File: src/core/mpc_pkg.sv
// Package: field layout, reset values and timing counts of the mode/pin config register
package mpc_pkg;

    // ------------------------------------------------------------------
    // Field positions
    // ------------------------------------------------------------------
    localparam int WAKE_EDGE_LSB    = 30;
    localparam int WD_PERIOD_LSB    = 28;
    localparam int REF_FREQ_BIT     = 27;
    localparam int OUT2_SRC_LSB     = 22;
    localparam int TEST_EN_BIT      = 21;
    localparam int RAIL_SEL_BIT     = 19;
    localparam int WD_KICK_BIT      = 18;
    localparam int WD_ACT_LSB       = 16;
    localparam int PIN1_FUNC_LSB    = 14;
    localparam int FAIL_SAFE_BIT    = 13;
    localparam int PIN1_SRC_LSB     = 10;
    localparam int SLEEP_OFF_BIT    = 9;
    localparam int WAKE_FUNC_BIT    = 8;

    // ------------------------------------------------------------------
    // Reset values
    // ------------------------------------------------------------------
    localparam logic [1:0] WAKE_EDGE_RST = 2'h3;
    localparam logic [1:0] WD_PERIOD_RST = 2'h0;
    localparam logic       REF_FREQ_RST  = 1'h1;
    localparam logic [1:0] OUT2_SRC_RST  = 2'h0;
    localparam logic [1:0] PIN1_SRC_RST  = 2'h1;
    localparam logic [1:0] PIN1_FUNC_RST = 2'h0;
    localparam logic [1:0] WD_ACT_RST    = 2'h0;

    // ------------------------------------------------------------------
    // Encodings
    // ------------------------------------------------------------------
    localparam logic [1:0] EDGE_OFF  = 2'h0;
    localparam logic [1:0] EDGE_RISE = 2'h1;
    localparam logic [1:0] EDGE_FALL = 2'h2;
    localparam logic [1:0] OUT2_NONE = 2'h0;
    localparam logic [1:0] OUT2_CAN0 = 2'h1;
    localparam logic [1:0] OUT2_WDOG = 2'h2;
    localparam logic [1:0] OUT2_IRQ  = 2'h3;
    localparam logic [1:0] ACT_FLAG  = 2'h0;
    localparam logic [1:0] ACT_SLEEP = 2'h1;
    localparam logic [1:0] ACT_PIN   = 2'h2;
    localparam logic [1:0] PIN1_OUT  = 2'h0;
    localparam logic [1:0] PIN1_TRIG = 2'h2;
    localparam logic [1:0] SRC_SPI   = 2'h0;
    localparam logic [1:0] SRC_CAN1  = 2'h1;
    localparam logic [1:0] SRC_UVT   = 2'h2;

    // ------------------------------------------------------------------
    // Timing: times in ms, counts in cycles at 100 MHz
    // ------------------------------------------------------------------
    localparam longint CLK_HZ       = 100_000_000;
    localparam longint WD_MS_0      = 60;
    localparam longint WD_MS_1      = 600;
    localparam longint WD_MS_2      = 3000;
    localparam longint WD_MS_3      = 6000;
    localparam longint PULSE_MS     = 300;
    localparam longint WD_CYC_0     = WD_MS_0 * CLK_HZ / 1000;
    localparam longint WD_CYC_1     = WD_MS_1 * CLK_HZ / 1000;
    localparam longint WD_CYC_2     = WD_MS_2 * CLK_HZ / 1000;
    localparam longint WD_CYC_3     = WD_MS_3 * CLK_HZ / 1000;
    localparam longint PULSE_CYC    = PULSE_MS * CLK_HZ / 1000;

    // Pulse generator states
    typedef enum logic [1:0] {
        MPC_IDLE  = 2'b00,
        MPC_PULSE = 2'b01
    } mpc_pulse_e;

endpackage

File: src/core/mpc_sync.sv
// Two-flop synchroniser for pin inputs
`timescale 1ns/1ps
module mpc_sync (
    input  wire logic clk,
    input  wire logic reset_n,
    input  wire logic din,
    output logic      dout
);
    logic meta_q;

    // ------------------------------------------------------------------
    // Sync chain; first stage read only by second
    // ------------------------------------------------------------------
    always_ff @(posedge clk or negedge reset_n) begin
        if (!reset_n) begin
            meta_q <= 1'b0;
            dout   <= 1'b0;
        end else begin
            meta_q <= din;
            dout   <= meta_q;
        end
    end
endmodule // mpc_sync

File: src/core/mpc_pulse.sv
// Low pulse generator of fixed length
`timescale 1ns/1ps
module mpc_pulse import mpc_pkg::*; #(
    parameter longint LEN = PULSE_CYC
) (
    input  wire logic clk,
    input  wire logic reset_n,
    input  wire logic start,
    output logic      low_q
);
    mpc_pulse_e  st_q;
    logic [31:0] cnt_q;
    wire         last = (cnt_q == 32'(LEN - 1));

    // ------------------------------------------------------------------
    // Hold output low for LEN cycles after start
    // ------------------------------------------------------------------
    always_ff @(posedge clk or negedge reset_n) begin
        if (!reset_n) begin
            st_q  <= MPC_IDLE;
            cnt_q <= 32'h0;
            low_q <= 1'b0;
        end else begin
            case (st_q)
                MPC_IDLE: begin
                    cnt_q <= 32'h0;
                    low_q <= start;
                    if (start) st_q <= MPC_PULSE;
                end
                MPC_PULSE: begin
                    cnt_q <= cnt_q + 32'h1;
                    low_q <= !last;
                    if (last) st_q <= MPC_IDLE;
                end
                default: st_q <= MPC_IDLE;
            endcase
        end
    end
endmodule // mpc_pulse

File: src/core/mpc_config.sv
// Mode-and-pin configuration register, upper fields, with watchdog
`timescale 1ns/1ps
// Notes on behaviour
// (RULE_01) Wake edge field: 00 off, 01 rising, 10 falling, 11 both edges.
// (RULE_02) Watchdog period 00=60ms 01=600ms 10=3s 11=6s; resets to 00.
// (RULE_03) Reference frequency bit: 0 is 20 MHz, 1 is 40 MHz; resets to 1.
// (RULE_04) Out pin two: none, CAN line 0, watchdog, or irq copy; reset 00.
// (RULE_05) Test enable bit 21 holds test mode while set; resets to 0.
// (RULE_06) Bit 19 picks wake-request buffer rail: internal or I/O; reset 0.
// (RULE_07) Writing 1 to kick bit 18 restarts watchdog; bit self-clears.
// (RULE_08) On expiry the kick bit is set then the timeout action runs.
// (RULE_09) Action 00 sets flag and drives watchdog-irq pins low; 11 reserved.
// (RULE_10) Action 01 pulses inhibit ~300ms, goes standby; 10 pulses wdog pin.
// (RULE_11) The watchdog interrupt flag is set on every timeout.
// (RULE_12) Pin one function: 00 general output, 10 watchdog trigger input.
// (RULE_13) Bit 13 enables fail-safe mode; power-up fail-safe is unaffected.
// (RULE_14) Pin one source: SPI fault, CAN line 1, or UV/thermal; reset 01.
// (RULE_15) Bit 9 disables the inhibit output when set; resets to 0.
// (RULE_16) Bit 8: wake-request copies inhibit (0) or is a wake irq (1).
// (RULE_17) SPI fault source is unmasked SPI error; UV/thermal is OR of faults.
// (RULE_18) Reserved bits 26:24, 20, 12 read reset value and ignore writes.
module mpc_config import mpc_pkg::*; #(
    parameter longint WD_C0  = WD_CYC_0,
    parameter longint WD_C1  = WD_CYC_1,
    parameter longint WD_C2  = WD_CYC_2,
    parameter longint WD_C3  = WD_CYC_3,
    parameter longint PULSE  = PULSE_CYC
) (
    input  wire logic        clk,
    input  wire logic        reset_n,
    input  wire logic        wr_en,
    input  wire logic [31:0] wr_data,
    output logic      [31:0] rd_data,
    input  wire logic        wake_pin,
    input  wire logic        pin_one_in,
    input  wire logic        can_core_irq0,
    input  wire logic        can_core_irq1,
    input  wire logic        spi_fault_flag,
    input  wire logic        uv_fault,
    input  wire logic        thermal_fault,
    input  wire logic        irq_out_n,
    input  wire logic        wake_irq,
    input  wire logic        inhibit_on,
    output logic             wake_event_q,
    output logic             wdog_flag_q,
    output logic             standby_req_q,
    output logic             ref_is_40mhz_q,
    output logic             test_mode_q,
    output logic             fail_safe_en_q,
    output logic             wake_req_rail_select_q,
    output logic             sleep_control_out_q,
    output logic             wake_request_out_n_q,
    output logic             out_pin_two_q,
    output logic             out_pin_two_oe_n_q,
    output logic             multi_pin_one_q,
    output logic             multi_pin_one_oe_n_q
);
    // ------------------------------------------------------------------
    // Register fields
    // ------------------------------------------------------------------
    logic [1:0]  wake_edge_q, wd_period_q, out2_src_q, watchdog_timeout_action_q;
    logic [1:0]  pin1_func_q, pin1_src_q;
    logic        ref_freq_q, test_en_q, rail_q, kick_q, fail_q;
    logic        slp_dis_q, wake_func_q;
    logic [31:0] wd_cnt_q;
    logic        wake_s, pin1_s, wake_d1_q, pin1_d1_q;
    logic        slp_low, wdp_low;

    mpc_sync u_wake (.clk(clk), .reset_n(reset_n), .din(wake_pin),
                     .dout(wake_s));
    mpc_sync u_pin1 (.clk(clk), .reset_n(reset_n), .din(pin_one_in),
                     .dout(pin1_s));

    // ------------------------------------------------------------------
    // Decode
    // ------------------------------------------------------------------
    wire host_kick   = wr_en && wr_data[WD_KICK_BIT];              // RULE_07
    wire pin1_trig   = (pin1_func_q == PIN1_TRIG)                  // RULE_12
                       && (pin1_s != pin1_d1_q);
    wire wd_restart  = host_kick || pin1_trig;
    wire [31:0] wd_limit =                                         // RULE_02
        (wd_period_q == 2'h0) ? 32'(WD_C0) :
        (wd_period_q == 2'h1) ? 32'(WD_C1) :
        (wd_period_q == 2'h2) ? 32'(WD_C2) : 32'(WD_C3);
    wire wd_expire   = (wd_cnt_q >= wd_limit - 32'h1) && !wd_restart;
    wire rise        = wake_s && !wake_d1_q;
    wire fall        = !wake_s && wake_d1_q;
    wire wake_hit    =                                             // RULE_01
        (wake_edge_q == EDGE_RISE) ? rise :
        (wake_edge_q == EDGE_FALL) ? fall :
        (wake_edge_q == EDGE_OFF)  ? 1'b0 : (rise || fall);
    wire start_slp   = wd_expire && (watchdog_timeout_action_q == ACT_SLEEP);     // RULE_10
    wire start_pin   = wd_expire && (watchdog_timeout_action_q == ACT_PIN);       // RULE_10
    // Watchdog output level: low while flag held under action 00
    wire wd_out_n    = !(wdp_low ||                                 // RULE_09
                         (wdog_flag_q && watchdog_timeout_action_q == ACT_FLAG));
    wire src_uvt_n   = !(uv_fault || thermal_fault);                // RULE_17
    wire pin1_src_n  =                                              // RULE_14
        (pin1_src_q == SRC_SPI)  ? !spi_fault_flag :                // RULE_17
        (pin1_src_q == SRC_CAN1) ? !can_core_irq1 :
        (pin1_src_q == SRC_UVT)  ? src_uvt_n : 1'b1;
    wire out2_d      =                                              // RULE_04
        (out2_src_q == OUT2_CAN0) ? !can_core_irq0 :
        (out2_src_q == OUT2_WDOG) ? wd_out_n :
        (out2_src_q == OUT2_IRQ)  ? irq_out_n : 1'b1;
    // Inhibit is released during the timeout pulse and when disabled
    wire slp_d       = inhibit_on && !slp_low && !slp_dis_q;        // RULE_15
    wire wkrq_d      = wake_func_q ? !wake_irq : !slp_d;            // RULE_16

    mpc_pulse #(.LEN(PULSE)) u_slp (.clk(clk), .reset_n(reset_n),
        .start(start_slp), .low_q(slp_low));
    mpc_pulse #(.LEN(PULSE)) u_wdp (.clk(clk), .reset_n(reset_n),
        .start(start_pin), .low_q(wdp_low));

    // ------------------------------------------------------------------
    // Read-back; reserved bits stay at their zero reset value
    // ------------------------------------------------------------------
    always_comb begin
        rd_data = 32'h0;                                            // RULE_18
        rd_data[WAKE_EDGE_LSB +: 2] = wake_edge_q;
        rd_data[WD_PERIOD_LSB +: 2] = wd_period_q;
        rd_data[REF_FREQ_BIT]       = ref_freq_q;
        rd_data[OUT2_SRC_LSB +: 2]  = out2_src_q;
        rd_data[TEST_EN_BIT]        = test_en_q;
        rd_data[RAIL_SEL_BIT]       = rail_q;
        rd_data[WD_KICK_BIT]        = kick_q;
        rd_data[WD_ACT_LSB +: 2]    = watchdog_timeout_action_q;
        rd_data[PIN1_FUNC_LSB +: 2] = pin1_func_q;
        rd_data[FAIL_SAFE_BIT]      = fail_q;
        rd_data[PIN1_SRC_LSB +: 2]  = pin1_src_q;
        rd_data[SLEEP_OFF_BIT]      = slp_dis_q;
        rd_data[WAKE_FUNC_BIT]      = wake_func_q;
    end

    // ------------------------------------------------------------------
    // Writable fields; reserved bits are never stored
    // ------------------------------------------------------------------
    always_ff @(posedge clk or negedge reset_n) begin
        if (!reset_n) begin
            wake_edge_q <= WAKE_EDGE_RST;
            wd_period_q <= WD_PERIOD_RST;                           // RULE_02
            ref_freq_q  <= REF_FREQ_RST;                            // RULE_03
            out2_src_q  <= OUT2_SRC_RST;
            test_en_q   <= 1'b0;
            rail_q      <= 1'b0;
            watchdog_timeout_action_q <= WD_ACT_RST;
            pin1_func_q <= PIN1_FUNC_RST;
            fail_q      <= 1'b0;
            pin1_src_q  <= PIN1_SRC_RST;                            // RULE_14
            slp_dis_q   <= 1'b0;
            wake_func_q <= 1'b0;
        end else if (wr_en) begin
            wake_edge_q <= wr_data[WAKE_EDGE_LSB +: 2];
            wd_period_q <= wr_data[WD_PERIOD_LSB +: 2];
            ref_freq_q  <= wr_data[REF_FREQ_BIT];
            out2_src_q  <= wr_data[OUT2_SRC_LSB +: 2];
            test_en_q   <= wr_data[TEST_EN_BIT];                    // RULE_05
            rail_q      <= wr_data[RAIL_SEL_BIT];                   // RULE_06
            watchdog_timeout_action_q <= wr_data[WD_ACT_LSB +: 2];
            pin1_func_q <= wr_data[PIN1_FUNC_LSB +: 2];
            fail_q      <= wr_data[FAIL_SAFE_BIT];                  // RULE_13
            pin1_src_q  <= wr_data[PIN1_SRC_LSB +: 2];
            slp_dis_q   <= wr_data[SLEEP_OFF_BIT];
            wake_func_q <= wr_data[WAKE_FUNC_BIT];
        end
    end

    // ------------------------------------------------------------------
    // Watchdog counter and kick bit; a restart beats a same-cycle expiry
    // ------------------------------------------------------------------
    always_ff @(posedge clk or negedge reset_n) begin
        if (!reset_n) begin
            wd_cnt_q <= 32'h0;
            kick_q   <= 1'b0;
        end else begin
            wd_cnt_q <= (wd_restart || wd_expire) ? 32'h0
                                                  : wd_cnt_q + 32'h1;
            // Self-clears after the restart, sets on expiry
            kick_q   <= wd_expire;                                  // RULE_07 RULE_08
        end
    end

    // ------------------------------------------------------------------
    // Event flags: the kick clear wins, as a restart suppresses the same-cycle expiry
    // ------------------------------------------------------------------
    always_ff @(posedge clk or negedge reset_n) begin
        if (!reset_n) begin
            wdog_flag_q   <= 1'b0;
            standby_req_q <= 1'b0;
            wake_event_q  <= 1'b0;
            wake_d1_q     <= 1'b0;
            pin1_d1_q     <= 1'b0;
        end else begin
            wdog_flag_q   <= wd_expire || (wdog_flag_q && !wd_restart); // RULE_11
            standby_req_q <= start_slp;                             // RULE_10
            wake_event_q  <= wake_hit;
            wake_d1_q     <= wake_s;
            pin1_d1_q     <= pin1_s;
        end
    end

    // ------------------------------------------------------------------
    // Pin drivers, all registered
    // ------------------------------------------------------------------
    always_ff @(posedge clk or negedge reset_n) begin
        if (!reset_n) begin
            ref_is_40mhz_q         <= REF_FREQ_RST;
            test_mode_q            <= 1'b0;
            fail_safe_en_q         <= 1'b0;
            wake_req_rail_select_q <= 1'b0;
            sleep_control_out_q    <= 1'b0;
            wake_request_out_n_q   <= 1'b1;
            out_pin_two_q          <= 1'b1;
            out_pin_two_oe_n_q     <= 1'b1;
            multi_pin_one_q        <= 1'b1;
            multi_pin_one_oe_n_q   <= 1'b1;
        end else begin
            ref_is_40mhz_q         <= ref_freq_q;                   // RULE_03
            test_mode_q            <= test_en_q;                    // RULE_05
            fail_safe_en_q         <= fail_q;                       // RULE_13
            wake_req_rail_select_q <= rail_q;                       // RULE_06
            sleep_control_out_q    <= slp_d;                        // RULE_15
            wake_request_out_n_q   <= wkrq_d;                       // RULE_16
            out_pin_two_q          <= out2_d;
            out_pin_two_oe_n_q     <= (out2_src_q == OUT2_NONE);    // RULE_04
            multi_pin_one_q        <= pin1_src_n;
            multi_pin_one_oe_n_q   <= (pin1_func_q != PIN1_OUT);    // RULE_12
        end
    end

    // ------------------------------------------------------------------
    // Checks
    // ------------------------------------------------------------------
    a_kick_self_clear: assert property ( // RULE_07
        @(posedge clk) disable iff (!reset_n)
        host_kick |=> !kick_q)
        else $error("kick bit did not clear");
    a_expire_sets_kick: assert property ( // RULE_08
        @(posedge clk) disable iff (!reset_n)
        wd_expire |=> kick_q && wdog_flag_q)
        else $error("expiry did not set kick and flag");
    a_flag_every_timeout: assert property ( // RULE_11
        @(posedge clk) disable iff (!reset_n)
        wd_expire |=> wdog_flag_q)
        else $error("timeout flag missing");
    a_sleep_pulse_start: assert property ( // RULE_10
        @(posedge clk) disable iff (!reset_n)
        start_slp |=> standby_req_q ##1 !sleep_control_out_q)
        else $error("inhibit pulse missing");
    a_test_mode_follow: assert property ( // RULE_05
        @(posedge clk) disable iff (!reset_n)
        ##1 test_mode_q == $past(test_en_q))
        else $error("test mode wrong");
    a_sleep_disabled: assert property ( // RULE_15
        @(posedge clk) disable iff (!reset_n)
        slp_dis_q && $past(slp_dis_q) |=> !sleep_control_out_q)
        else $error("inhibit not disabled");
    a_wake_off: assert property ( // RULE_01
        @(posedge clk) disable iff (!reset_n)
        wake_edge_q == EDGE_OFF |=> !wake_event_q)
        else $error("wake seen while off");
    a_pin1_input: assert property ( // RULE_12
        @(posedge clk) disable iff (!reset_n)
        pin1_func_q == PIN1_TRIG |=> multi_pin_one_oe_n_q)
        else $error("pin one driven as input");
    // A trigger edge must win over a same-cycle expiry
    a_trig_restart: assert property ( // RULE_12
        @(posedge clk) disable iff (!reset_n)
        pin1_trig |=> wd_cnt_q == 32'h0 && !kick_q)
        else $error("pin trigger did not restart watchdog");
    a_reserved_zero: assert property ( // RULE_18
        @(posedge clk) disable iff (!reset_n)
        rd_data[26:24] == 3'h0 && !rd_data[20] && !rd_data[12])
        else $error("reserved bits nonzero");
endmodule // mpc_config

File: config.mk
export PLATFORM = sky130hd
export DESIGN_NAME = mpc_config
export DESIGN_NICKNAME = d
export VERILOG_FILES = /design/src/core/mpc_pkg.sv /design/src/core/mpc_sync.sv /design/src/core/mpc_pulse.sv /design/src/core/mpc_config.sv
export SDC_FILE = /design/constraint.sdc
export NUM_CORES = 1
export LEC_CHECK = 0
export ABC_AREA = 0
export BUFFER_PORTS_ARGS = -buffer_cell sky130_fd_sc_hd__buf_2
export CAP_MARGIN = 30
export CORE_MARGIN = 8
export CORE_UTILIZATION = 53
export CTS_BUF_LIST = sky130_fd_sc_hd__clkbuf_4 sky130_fd_sc_hd__clkbuf_8
export CTS_CLUSTER_DIAMETER = 60
export DETAILED_ROUTE_END_ITERATION = 12
export GPL_TIMING_DRIVEN = 0
export HOLD_SLACK_MARGIN = 0.08
export PLACE_DENSITY = 0.85
export SLEW_MARGIN = 5
export SYNTH_ARGS = -nofsm -noshare
export SYNTH_HDL_FRONTEND = slang
export SYNTH_HIERARCHICAL = 1
export SYNTH_SLANG_ARGS = --single-unit
File: constraint.sdc
create_clock -name clk -period 6.9 [get_ports clk]
set_input_delay 1.725 -clock clk [delete_from_list [all_inputs] [get_ports clk]]
set_output_delay 1.725 -clock clk [all_outputs]
set_load 0.02 [all_outputs]
Word-level counts from Yosys, hierarchy flattened
Cells that the tools add are included.
{"block": "word_totals", "register_bits": 140, "inputBits": 45, "out_inout_bits": 45, "elab_cells": 132}
{"block": "op_classes", "add_sub_neg": 4, "order_cmp": 1, "n_eq_ne": 21, "n_mux": 24, "n_reduce_logical": 43}
{"cell": "32-bit case mux with 2 select lines", "count": 2}
{"cell": "32-bit by 1-bit adder with 32-bit output (second input constant)", "count": 3}
{"cell": "30-bit 2-to-1 mux", "count": 3}
{"cell": "32-bit by 25-bit == test with 1-bit output (second input constant)", "count": 2}
{"cell": "32-bit greater-or-equal comparator", "count": 1}
{"cell": "32-bit 2-to-1 mux", "count": 1}
{"cell": "30-bit by 1-bit subtractor with 31-bit output (second input constant)", "count": 1}
{"cell": "2-bit by 1-bit == test with 1-bit output (second input constant)", "count": 7}
{"cell": "2-bit == test (second input constant)", "count": 7}
{"cell": "1-bit zero test", "count": 14}
{"cell": "2-bit zero test", "count": 7}
{"cell": "1-bit logical AND", "count": 11}
{"cell": "1-bit 2-to-1 mux", "count": 10}
{"cell": "2-bit 2-to-1 mux", "count": 4}
{"cell": "2-bit case mux with 2 select lines", "count": 2}
{"cell": "1-bit logical OR", "count": 6}
{"cell": "2-bit by 1-bit inequality test with 1-bit output (second input constant)", "count": 3}
{"cell": "2-bit nonzero test", "count": 3}
{"cell": "1-bit case mux with 2 select lines", "count": 2}
{"cell": "2-bit AND reduction", "count": 2}
{"cell": "2-bit inequality test (second input constant)", "count": 1}
{"cell": "1-bit inequality test", "count": 1}

Depth between registers and ports, before layout
Gate-level depths: netlist (run 1).
{"block": "logic_depth", "word_depth": 10, "depth_mapped": 10}

Hierarchy
The synthesis (run 1) kept the hierarchy.
{"module": "mpc_config", "instances": 1, "cells_per_inst": 325, "area_each_um2": 3791.1}
{"module": "mpc_pulse", "instances": 2, "cells_per_inst": 191, "area_each_um2": 1814.2}
{"module": "mpc_sync", "instances": 2, "cells_per_inst": 2, "area_each_um2": 50.0}

Worst setup path before layout (run 1)
Ideal clock, no wire load.
{"block": "synth_path", "path_type": "register to register", "start": "reg wd_period_q[0]", "end": "reg u_slp.low_q", "setup_ps": 66, "arrival_ps": 2643, "t_required_ps": 6834, "setup_slack_ps": 4191, "stages_incl_launch_ff": 10, "synth_period_minus_slack_ps": 2709, "path_cell_list": "dfrtp_1 > inv_1 > ha_1 > ha_1 > nand4bb_4 > or4_4 > o21a_4 > and2_4 > a21oi_1 > o32a_1"}
{"block": "synth_via", "elab_chain_len": 9, "elab_cells_between_ends": 11, "cone_classes": "1 x add/sub; 1 x order compare; 2 x eq/ne; 4 x mux; 3 x reduce/logical"}
{"element": "from (decl)", "line_no": "mpc_config.sv:61", "text": "logic [1:0] wake_edge_q, wd_period_q, out2_src_q, watchdog_timeout_action_q;"}
{"element": "from (signal assigned)", "line_no": "mpc_config.sv:154", "text": "wd_period_q <= wr_data[WD_PERIOD_LSB +: 2];"}
{"element": "2-bit == test", "line_no": "mpc_config.sv:84", "text": "(wd_period_q == 2'h2) ? 32'(WD_C2) : 32'(WD_C3);"}
{"element": "30-bit 2-to-1 mux", "line_no": "mpc_config.sv:84"}
{"element": "30-bit 2-to-1 mux", "line_no": "mpc_config.sv:83", "text": "(wd_period_q == 2'h1) ? 32'(WD_C1) :"}
{"element": "30-bit 2-to-1 mux *", "line_no": "mpc_config.sv:82", "text": "(wd_period_q == 2'h0) ? 32'(WD_C0) :"}
{"element": "30-bit by 1-bit subtractor with 31-bit output *", "line_no": "mpc_config.sv:85", "text": "wire wd_expire = (wd_cnt_q >= wd_limit - 32'h1) && !wd_restart;"}
{"element": "32-bit greater-or-equal comparator *", "line_no": "mpc_config.sv:85"}
{"element": "1-bit logical AND *", "line_no": "mpc_config.sv:85"}
{"element": "1-bit logical AND *", "line_no": "mpc_config.sv:92", "text": "wire start_slp = wd_expire && (watchdog_timeout_action_q == ACT_SLEEP);"}
{"element": "via start_slp", "line_no": "mpc_config.sv:92"}
{"element": "1-bit case mux with 2 select lines *", "line_no": "mpc_pulse.sv:24", "text": "case (st_q)"}
{"element": "to (signal assigned)", "line_no": "mpc_pulse.sv:27", "text": "low_q <= start;"}
{"element": "to (signal assigned)", "line_no": "mpc_pulse.sv:32", "text": "low_q <= !last;"}
{"element": "to (decl)", "line_no": "mpc_pulse.sv:9", "text": "output logic low_q"}
Mark *: on every way through the listed nets, which the timed path passes. The rest lies on a longest branch.
A chain may end at the register's enable or synchronous reset.

Worst setup path in the final report (run 1)
Ends and elaborated chain as after synthesis.

==> results.json, run 1 <==
{
  "power_leakage_uw": 0.00384,
  "grt_use_total_pct": 19.0,
  "holdBufCountCts": 0,
  "fillers": 1139,
  "hp-start": "u_wake/meta_q",
  "internal-power_uw": 1300,
  "async_flop_share_pct": 100,
  "cts_resized": 0,
  "synthesis.area_per_instance_sq_um": 10.6,
  "io_pins": 90,
  "root_buffer": "clkbuf_8",
  "port_buffers": 63,
  "final_nets": 884,
  "synthCells": 711,
  "hold_path_depth": 0,
  "clk_path_buf_depth": 2,
  "synthXorXnorAreaFrac_pct": 5.94,
  "grt_max_degree": 97,
  "p_comb_share_pct": 13.4,
  "yosysWarningCount": 6,
  "maxCapViolCount": 0,
  "slew_violations": 0,
  "cts_setup_buffers": 0,
  "synth_compound_area_share_pct": 6.29,
  "fin_crit_ns": 3.00,
  "multi_input_area_sq_mm": 0.00368,
  "slowest_stage": "or4_4",
  "clock_latency_ns": 0.46,
  "fp.dieH_um": 135,
  "final_common_cell": "dfrtp_1",
  "htree_levels": 4,
  "p_per_area_mw_per_mm2": 213,
  "critPathMaxStageDelay_ns": 0.56,
  "synth_area_sq_mm": 0.00752,
  "coreArea_sq_mm": 0.0139,
  "synth-simple-area-share_pct": 25.5,
  "crit_top_cell": "ha_1",
  "drt_wl_total_mm": 16.7,
  "start_kind": "register",
  "initial_core_util_pct": 54.2,
  "synth.mux.area_fraction_pct": 5.32,
  "place_congestion": 0.844,
  "end_kind": "register",
  "dieArea_sq_mm": 0.0183,
  "num_vias": 5669,
  "antenna_cells": 0,
  "worstPathArrival_ns": 3.39,
  "ys_types": 61,
  "worstPathCellList": "inv_1, ha_1, ha_1, nand4bb_4, or4_4, o21a_4, and2_4, a21oi_1, o32a_1",
  "tightest_slew_ns": 0.881,
  "preCtsSetupSlack_ns": 3.66,
  "ant_nets": 0,
  "min_path_type": "register to register",
  "timing.critical_path.buf_inv": 1,
  "synthAdderAreaFrac_pct": 5.16,
  "slew_headroom_pct": 41.3,
  "timing.rr.start": "wd_period_q[0]",
  "path_class": "register to register",
  "path_max_fanout": 5,
  "fmax_mhz": 334,
  "synth_area_leaders": "dfrtp_1 (43%), ha_1 (5.2%), xor2_1 (4.4%)",
  "synth.top_cell.area_share_pct": 42.6,
  "cp_top_family": "simple AND/OR/NAND/NOR gates",
  "grt_pass1_vias": 5533,
  "swShare_pct": 28.3,
  "synth-edff-count": 0,
  "synth_flop_cell": "dfrtp_1",
  "fin_total_pwr_uw": 1820,
  "clk_pin_slew_worst_paths_ns": 0.07,
  "final_cell_mix": "dfrtp_1 (128), buf_2 (64), nand2_1 (59)",
  "cts_tree": "done",
  "clock_skew_ns": 0.0124,
  "power_frac_seq_pct": 51.1,
  "finalCritPeriodShare_pct": 43.4,
  "cts_made_buffers": 17,
  "grt_pass1_wl_mm": 27.9,
  "post-route-util_pct": 61.5,
  "regToRegEndpoint": "u_slp/low_q",
  "dr.pass1.iters": 5,
  "dp_hpwl_mm": 11.8,
  "drt_iter0_drc": 428,
  "via_per_inst": 5.66,
  "area_delta_synth_final_pct": 13.6,
  "p_switching_uw": 513,
  "synth_area_leader_cell": "dfrtp_1",
  "min_to": "u_wake/dout",
  "register_area_sq_mm": 0.00347,
  "outcome": "complete, no violations",
  "route.detailed.drc": 0,
  "antenna_found_initial": 0,
  "fin_ws_ns": 3.90,
  "synth_seq_cells": 138,
  "clkSinkCount": 138,
  "clkPwrFrac_pct": 35.6,
  "seq_area_frac_synth_pct": 46.1,
  "hold_viol": 0,
  "r2r_setup_slack_ns": 3.90,
  "die_width_um": 135,
  "ir_drop_v": 0.000148,
  "synth_top_family_by_area": "simple AND/OR/NAND/NOR gates",
  "gr-total-overflow": 0,
  "critPathRequiredTime_ns": 7.29,
  "setup_viol": 0,
  "reg2regPathDepth": 9,
  "grt_setup_unrepaired": "no",
  "core.rowCount": 43,
  "wl_per_cell_um": 16.6,
  "drive_gt1_share_pct": 24.4,
  "setup_tns_ns": 0
}
-- through the flow --
stage,std cells,hold slack (ns),cell area (sq um)
final,1001,0.351,8540
after global routing,1001,0.360,8540
after CTS,1001,0.353,8540
after detailed placement,969,0.336,8150
after global placement,968,0.336,8110
after floorplan,725,0.331,7570
-- cell usage after synthesis, drive strengths merged, types with 20 or more instances --
cell type  count
xor2          38
a21oi         26
nand4         24
dfrtp        128
nor2          34
nor4          26
nand3         40
nand2b        20
nand2         61
nor3          43
ha            31
buf           36
mux2i         22
-- worst register-to-register path: cells and delay by family (launching register included) --
kind | cells | cell delay (ns)
buffers and inverters | 1 | 0.17
adders and majority gates | 2 | 0.69
DFF | 1 | 0.44
AOI/OAI and AO/OA | 3 | 0.77
and+or+nand+nor | 3 | 0.85
-- metal layers --
metal | GRT usage, % | wire (um)
met5 | 0 | 0
met4 | 8.33 | 282
met3 | 4.20 | 778
met2 | 30.0 | 8120
met1 | 24.7 | 7480
-- cell families after synthesis --
group	Yosys count
other cells	2
mux	38
flops	138
xor+xnor	51
buf+inv	65
simple gates	314
compound gates	72
fa+ha+maj	31
-- power groups by stage --
stage | clock, uW | sequential [uW] | combinational, uW
global route | 698 | 936 | 272
CTS | 659 | 927 | 246
detailed placement | 0 | 940 | 244
global placement | 0 | 938 | 233
floorplan | 0 | 947 | 145
finish | 647 | 928 | 243
-- registers in the layout, summed over array words and instances, names as in the netlist, 2 cells and up --
signal	count
u_wdp/cnt_q	32
watchdog_timeout_action_q	2
pin1_func_q	2
pin1_src_q	2
u_slp/cnt_q	32
out2_src_q	2
wd_period_q	2
wd_cnt_q	32
wake_edge_q	2
-- worst max path at each step --
stage | endpoint | slack, ns | startpoint | cells past startpoint
after global placement | test_en_q | 2.24 | reset_n | 1
after CTS | u_slp/low_q | 3.89 | wd_period_q[0] | 9
after floorplan | u_slp/low_q | 4.19 | wd_period_q[0] | 9
after detailed placement | u_slp/low_q | 3.66 | wr_en | 5
after global routing | u_slp/low_q | 3.77 | wd_period_q[0] | 9
final | u_slp/low_q | 3.90 | wd_period_q[0] | 9
-- layout make-up --
type	instances	share of cell area, %
timing repair buffer	64	4.09
tap	180	2.64
multi-input combinational	522	43.1
clock buffer	23	3.56
buffer	48	4.21
sequential	138	40.6
inverter	17	0.747
clock inverter	9	1.04
(Power assumes the default switching activity.)
==> run 2, diff against run 1 <==
==> constraint.sdc (replaced) <==
create_clock -name clk -period 2.83 [get_ports clk]
set_input_delay 0.7075 -clock clk [delete_from_list [all_inputs] [get_ports clk]]
set_output_delay 0.7075 -clock clk [all_outputs]
set_load 0.02 [all_outputs]
==> results.json, run 2 (synthesis gave the netlist of run 1 again) <==
{
  "clk_pin_slew_worst_paths_ns": 0.08,
  "worstPathCellList": "inv_2, ha_2, ha_1, nand4bb_4, or4_4, o21a_4, and2_4, a21oi_2, o32a_1",
  "final_cell_mix": "dfrtp_1 (126), buf_2 (64), nand2_1 (59)",
  "preCtsSetupSlack_ns": -0.166,
  "regToRegEndpoint": "u_wdp/low_q",
  "grt_pass1_vias": 5549,
  "path_class": "register to register",
  "power_leakage_uw": 0.00384,
  "cts_tree": "done",
  "internal-power_uw": 3180,
  "ir_drop_v": 0.000362,
  "stdcell_count": 1001,
  "timing.critical_path.buf_inv": 1,
  "post-route-util_pct": 61.7,
  "clock_skew_ns": 0.0130,
  "dp_hpwl_mm": 11.8,
  "start_kind": "register",
  "slew_violations": 0,
  "root_buffer": "clkbuf_8",
  "grt_use_total_pct": 19.1,
  "slew_headroom_pct": 41.7,
  "initial_core_util_pct": 54.2,
  "p_switching_uw": 1250,
  "critPathRequiredTime_ns": 3.21,
  "setup_viol": 0,
  "swShare_pct": 28.2,
  "slowest_stage": "or4_4",
  "die_width_um": 135,
  "outcome": "complete, no violations",
  "fmax_mhz": 368,
  "htree_levels": 4,
  "route.detailed.drc": 0,
  "finalCritPeriodShare_pct": 96.1,
  "r2r_setup_slack_ns": 0.11,
  "path_max_fanout": 5,
  "reg2regPathDepth": 9,
  "antenna_found_initial": 0,
  "critPathMaxStageDelay_ns": 0.56,
  "fin_total_pwr_uw": 4430,
  "maxCapViolCount": 0,
  "placedCellCount": 969,
  "tightest_slew_ns": 0.875,
  "coreArea_sq_mm": 0.0139,
  "setup.worst_path.start": "wd_period_q[0]",
  "cts_setup_buffers": 0,
  "fillers": 1135,
  "worstPathArrival_ns": 3.10,
  "final_common_cell": "dfrtp_1",
  "area_delta_synth_final_pct": 13.9,
  "io_pins": 90,
  "final_nets": 884,
  "hold_viol": 0,
  "grt_max_degree": 97,
  "setup_tns_ns": 0,
  "wl_per_cell_um": 16.8,
  "top_regs": "u_slp/cnt_q (32), u_wdp/cnt_q (32), wd_cnt_q (32)",
  "p_per_area_mw_per_mm2": 518,
  "gr-total-overflow": 0,
  "antenna_cells": 0,
  "drt_wl_total_mm": 16.8,
  "clk_path_buf_depth": 2,
  "min_path_type": "primary input to asynchronous set/reset pin",
  "grt_pass1_wl_mm": 28.0,
  "port_buffers": 63,
  "drt_iter0_drc": 385,
  "fin_crit_ns": 2.72,
  "fin_ws_ns": 0.111,
  "clock_latency_ns": 0.46,
  "critical_path_depth": 9,
  "fp.dieH_um": 135,
  "core.rowCount": 43,
  "cp_top_family": "simple AND/OR/NAND/NOR gates",
  "dr.pass1.iters": 5,
  "via_per_inst": 5.70,
  "end_kind": "register",
  "clkSinkCount": 138,
  "num_vias": 5701,
  "timing.rr.start": "wd_period_q[0]",
  "power_frac_seq_pct": 51.1,
  "dieArea_sq_mm": 0.0183,
  "p_comb_share_pct": 13.4,
  "cts_made_buffers": 17,
  "grt_setup_unrepaired": "no",
  "crit_end": "u_wdp/low_q",
  "place_congestion": 0.844,
  "drive_gt1_share_pct": 25.3,
  "ant_nets": 0,
  "clkPwrFrac_pct": 35.5
}
## run 2: cell types whose count changed in the layout (fill, tap and decap cells not counted)
| cell | previous run | this run |
|---|---|---|
| a21oi_1 | 26 | 24 |
| a21oi_2 | 0 | 2 |
| dfrtp_1 | 128 | 126 |
| dfrtp_2 | 0 | 2 |
| ha_1 | 31 | 29 |
| ha_2 | 0 | 2 |
| inv_1 | 17 | 16 |
| inv_2 | 0 | 1 |
| o41ai_1 | 1 | 0 |
| o41ai_2 | 0 | 1 |
## run 2: layout make-up
cell class / instances / area (sq um) / area share [%]
multi-input combinational: 522 / 3700 / 43.3
sequential: 138 / 3470 / 40.5
buffer: 48 / 359 / 4.19
timing repair buffer: 64 / 349 / 4.08
clock buffer: 23 / 304 / 3.55
tap: 180 / 225 / 2.63
clock inverter: 9 / 88.8 / 1.04
inverter: 17 / 63.8 / 0.745
## run 2: timing repair
item / 4_1_cts / 5_1_grt
endpoints found under the setup margin: 5 / 4
hold buffers: 0 / 0
resized for setup: 4 / 4
## run 2: worst min path at each step
stage | slack (ns) | depth (start not counted) | endpoint
detailed placement | 0.34 | 0 | u_wake/dout
finish | 0.16 | 1 | wd_cnt_q[18]
global route | 0.16 | 1 | wd_cnt_q[18]
CTS | 0.15 | 1 | wd_cnt_q[20]
floorplan | 0.33 | 0 | u_pin1/dout
global placement | 0.34 | 0 | u_pin1/dout
## run 2: power groups by stage
stage          Combinational (uW)  Clock (uW)  Sequential, uW
2_1_floorplan                 354           0            2310
3_3_place_gp                  567           0            2290
3_5_place_dp                  595           0            2290
4_1_cts                       602        1610            2260
5_1_grt                       667        1700            2280
6_report                      596        1570            2260
## run 2: per-layer routing
| layer | part of all wire, % | wire length, um | global-route usage, % |
|---|---|---|---|
| met1 | 44 | 7460 | 24.8 |
| met5 | 0 | 0 | 0 |
| met4 | 1.7 | 283 | 8.33 |
| met2 | 49 | 8200 | 30.2 |
| met3 | 5.0 | 838 | 4.20 |
## run 2: stage by stage
step                hold slack [ns]  cell area [sq um]
global placement              0.336               8110
global route                  0.165               8560
CTS                           0.146               8550
floorplan                     0.331               7570
detailed placement            0.336               8150
finish                        0.159               8560
## run 2: worst register-to-register path: cells and delay by family (launching register included)
| family | cells | cell delay (ns) |
|---|---|---|
| AO/OA/AOI/OAI | 3 | 0.68 |
| adder cells (fa/ha/maj) | 2 | 0.59 |
| buffers and inverters | 1 | 0.10 |
| flip-flops | 1 | 0.42 |
| AND/OR/NAND/NOR | 3 | 0.86 |
==> run 3, diff against run 2 <==
--- a/config.mk
+++ b/config.mk
@@ -19,5 +19,4 @@
 export SLEW_MARGIN = 5
 export SYNTH_ARGS = -nofsm -noshare
 export SYNTH_HDL_FRONTEND = slang
-export SYNTH_HIERARCHICAL = 1
 export SYNTH_SLANG_ARGS = --single-unit
==> results.json, run 3 <==
{
  "async_flop_share_pct": 100,
  "grt_pass1_vias": 5144,
  "synth_seq_cells": 138,
  "start_kind": "register",
  "htree_levels": 4,
  "final_cell_mix": "dfrtp_1 (128), nor2_1 (73), buf_2 (62)",
  "fin_crit_ns": 2.61,
  "area_delta_synth_final_pct": 15.5,
  "grt_pass1_wl_mm": 23.7,
  "place_congestion": 0.846,
  "clkPwrFrac_pct": 41.1,
  "dp_hpwl_mm": 10.1,
  "via_per_inst": 5.32,
  "route.detailed.drc": 0,
  "synthesis.area_per_instance_sq_um": 10.4,
  "wl_per_cell_um": 15.1,
  "end_kind": "register",
  "worstPathCellList": "inv_2, ha_1, inv_1, ha_1, or4_1, a21oi_1, o21ai_0, a22o_1, o21ai_2, a21oi_1",
  "cts_tree": "done",
  "synth_area_leader_cell": "dfrtp_1",
  "power_leakage_uw": 0.00376,
  "ir_drop_v": 0.000294,
  "fin_hold_ws_ns": 0.194,
  "antenna_found_initial": 0,
  "clock_latency_ns": 0.44,
  "outcome": "complete, no violations",
  "clock_skew_ns": 0.0166,
  "die_width_um": 130,
  "io_pins": 90,
  "holdBufCountCts": 0,
  "cts_setup_buffers": 0,
  "p_per_area_mw_per_mm2": 521,
  "yosysWarningCount": 0,
  "p_comb_share_pct": 8.9,
  "synth_commonest_cells": "dfrtp_1 (128), nor2_1 (73), nand2_1 (46)",
  "dieArea_sq_mm": 0.0169,
  "clk_pin_slew_worst_paths_ns": 0.08,
  "worstPathArrival_ns": 2.90,
  "fmax_mhz": 383,
  "critPathMaxStageDelay_ns": 0.46,
  "drive_gt1_share_pct": 20.6,
  "final_nets": 836,
  "cts_made_buffers": 17,
  "power_frac_seq_pct": 49.9,
  "slew_headroom_pct": 52.3,
  "clkSinkCount": 138,
  "path_max_fanout": 5,
  "dr.pass1.iters": 5,
  "num_vias": 5028,
  "min_path_type": "primary input to asynchronous set/reset pin",
  "slew_violations": 0,
  "port_buffers": 63,
  "critPathRequiredTime_ns": 3.12,
  "finalCritPeriodShare_pct": 92.3,
  "synth.top_cell.area_share_pct": 46.4,
  "fin_total_pwr_uw": 4160,
  "tightest_slew_ns": 0.716,
  "slowest_stage": "dfrtp_1",
  "ant_nets": 0,
  "setup_viol": 0,
  "grt_setup_unrepaired": "no",
  "synth-edff-count": 0,
  "antenna_cells": 0,
  "top_regs": "u_slp.cnt_q (32), u_wdp.cnt_q (32), wd_cnt_q (32)",
  "synth_flop_cell": "dfrtp_1",
  "drt_wl_total_mm": 14.3,
  "internal-power_uw": 3140,
  "ys_types": 50,
  "post-route-util_pct": 62.9,
  "synth_area_leaders": "dfrtp_1 (46%), xnor2_1 (5.7%), ha_1 (5.6%)",
  "clk_path_buf_depth": 2,
  "yosysMostFrequentCell": "dfrtp_1",
  "seq_area_frac_synth_pct": 50.2,
  "root_buffer": "clkbuf_8",
  "swShare_pct": 24.5,
  "drt_iter0_drc": 298,
  "fp.dieH_um": 130,
  "gr-total-overflow": 0,
  "p_switching_uw": 1020,
  "coreArea_sq_mm": 0.0127,
  "synthCells": 663,
  "grt_use_total_pct": 17.6,
  "grt_max_degree": 87,
  "cts_resized": 0,
  "synth_area_sq_mm": 0.00691,
  "path_class": "register to register",
  "hold_viol": 0,
  "core.rowCount": 41,
  "final_common_cell": "dfrtp_1",
  "initial_core_util_pct": 54.5,
  "maxCapViolCount": 0
}
## run 3: cell types whose count changed in the layout (fill, tap and decap cells not counted), sizes merged, moves of 9 or more
cell    delta
and2      +33
nor4      -14
nor3      -35
nand2     -15
a21oi      -9
o31ai     -12
or4       -11
o21ai     +11
xnor2     +32
buf       -11
nand2b    -18
nor2      +39
mux2i     -20
## run 3: layout make-up
class | count | area, sq um
Sequential cell | 138 | 3470
Tap cell | 172 | 215
Timing Repair Buffer | 64 | 349
Fill cell | 981 | 4700
Inverter | 22 | 82.6
Multi-Input combinational cell | 486 | 3230
Clock inverter | 10 | 140
Clock buffer | 22 | 290
Buffer | 31 | 203
## run 3: path summary, 6_finish.rpt
| kind | from | endpoint | slack [ns] | cells after the start |
|---|---|---|---|---|
| worst max-delay path | wd_period_q[0] | u_slp.low_q | 0.22 | 10 |
| worst min register to register | u_pin1.meta_q | u_pin1.dout | 0.35 | 0 |
| min in group clk | u_pin1.meta_q | u_pin1.dout | 0.35 | 0 |
| max in group asynchronous | reset_n | out_pin_two_q | 1.83 | 2 |
| worst min-delay path | reset_n | wd_cnt_q[18] | 0.19 | 1 |
| worst max register to register | wd_period_q[0] | u_slp.low_q | 0.22 | 10 |
## run 3: per-layer routing
layer	part of all wire [%]	GRT usage, %	vias up	wire [um]
li1	-	-	2429	-
met1	43	20.7	2448	6190
met2	49	30.4	124	7040
met4	2.0	8.06	0	280
met5	0	0	-	0
met3	5.5	3.71	27	790
## run 3: power by group through the flow
stage	registers, uW	logic (uW)	clock network, uW
final	2080	371	1710
after global routing	2080	409	1820
after CTS	2080	372	1740
after detailed placement	2110	369	0
after global placement	2110	353	0
after floorplan	2150	170	0
## run 3: kinds of logic (layout without fill, tap and decap cells)
group                    after synthesis  count (layout)  synth area share (%)
AND/OR/NAND/NOR                      285             285                  22.2
flip-flops                           138             138                  50.2
XOR/XNOR                              81              81                  10.3
adder cells (fa/ha/maj)               31              31                  5.62
other                                  2              16                 0.109
buffers and inverters                 53             149                  4.13
AO/OA/AOI/OAI                         56              56                  4.78
multiplexers                          17              17                  2.74
## run 3: worst max-delay path: cells and delay by family (launching register included)
family	cells	cell delay, ns
AO/OA/AOI/OAI	5	0.92
adder cells (fa/ha/maj)	2	0.46
buffers and inverters	2	0.23
AND/OR/NAND/NOR	1	0.39
flip-flops	1	0.46
## run 3: stage by stage
| stage | instance area (sq um) | cells | TNS (ns) | setup slack [ns] |
|---|---|---|---|---|
| floorplan | 6960 | 677 | 0 | 0.524 |
| global route | 7980 | 945 | 0 | 0.0305 |
| global placement | 7490 | 912 | -96.57 | -0.763 |
| detailed placement | 7520 | 913 | 0 | 0.156 |
| finish | 7980 | 945 | 0 | 0.218 |
| CTS | 7950 | 945 | 0 | 0.0877 |
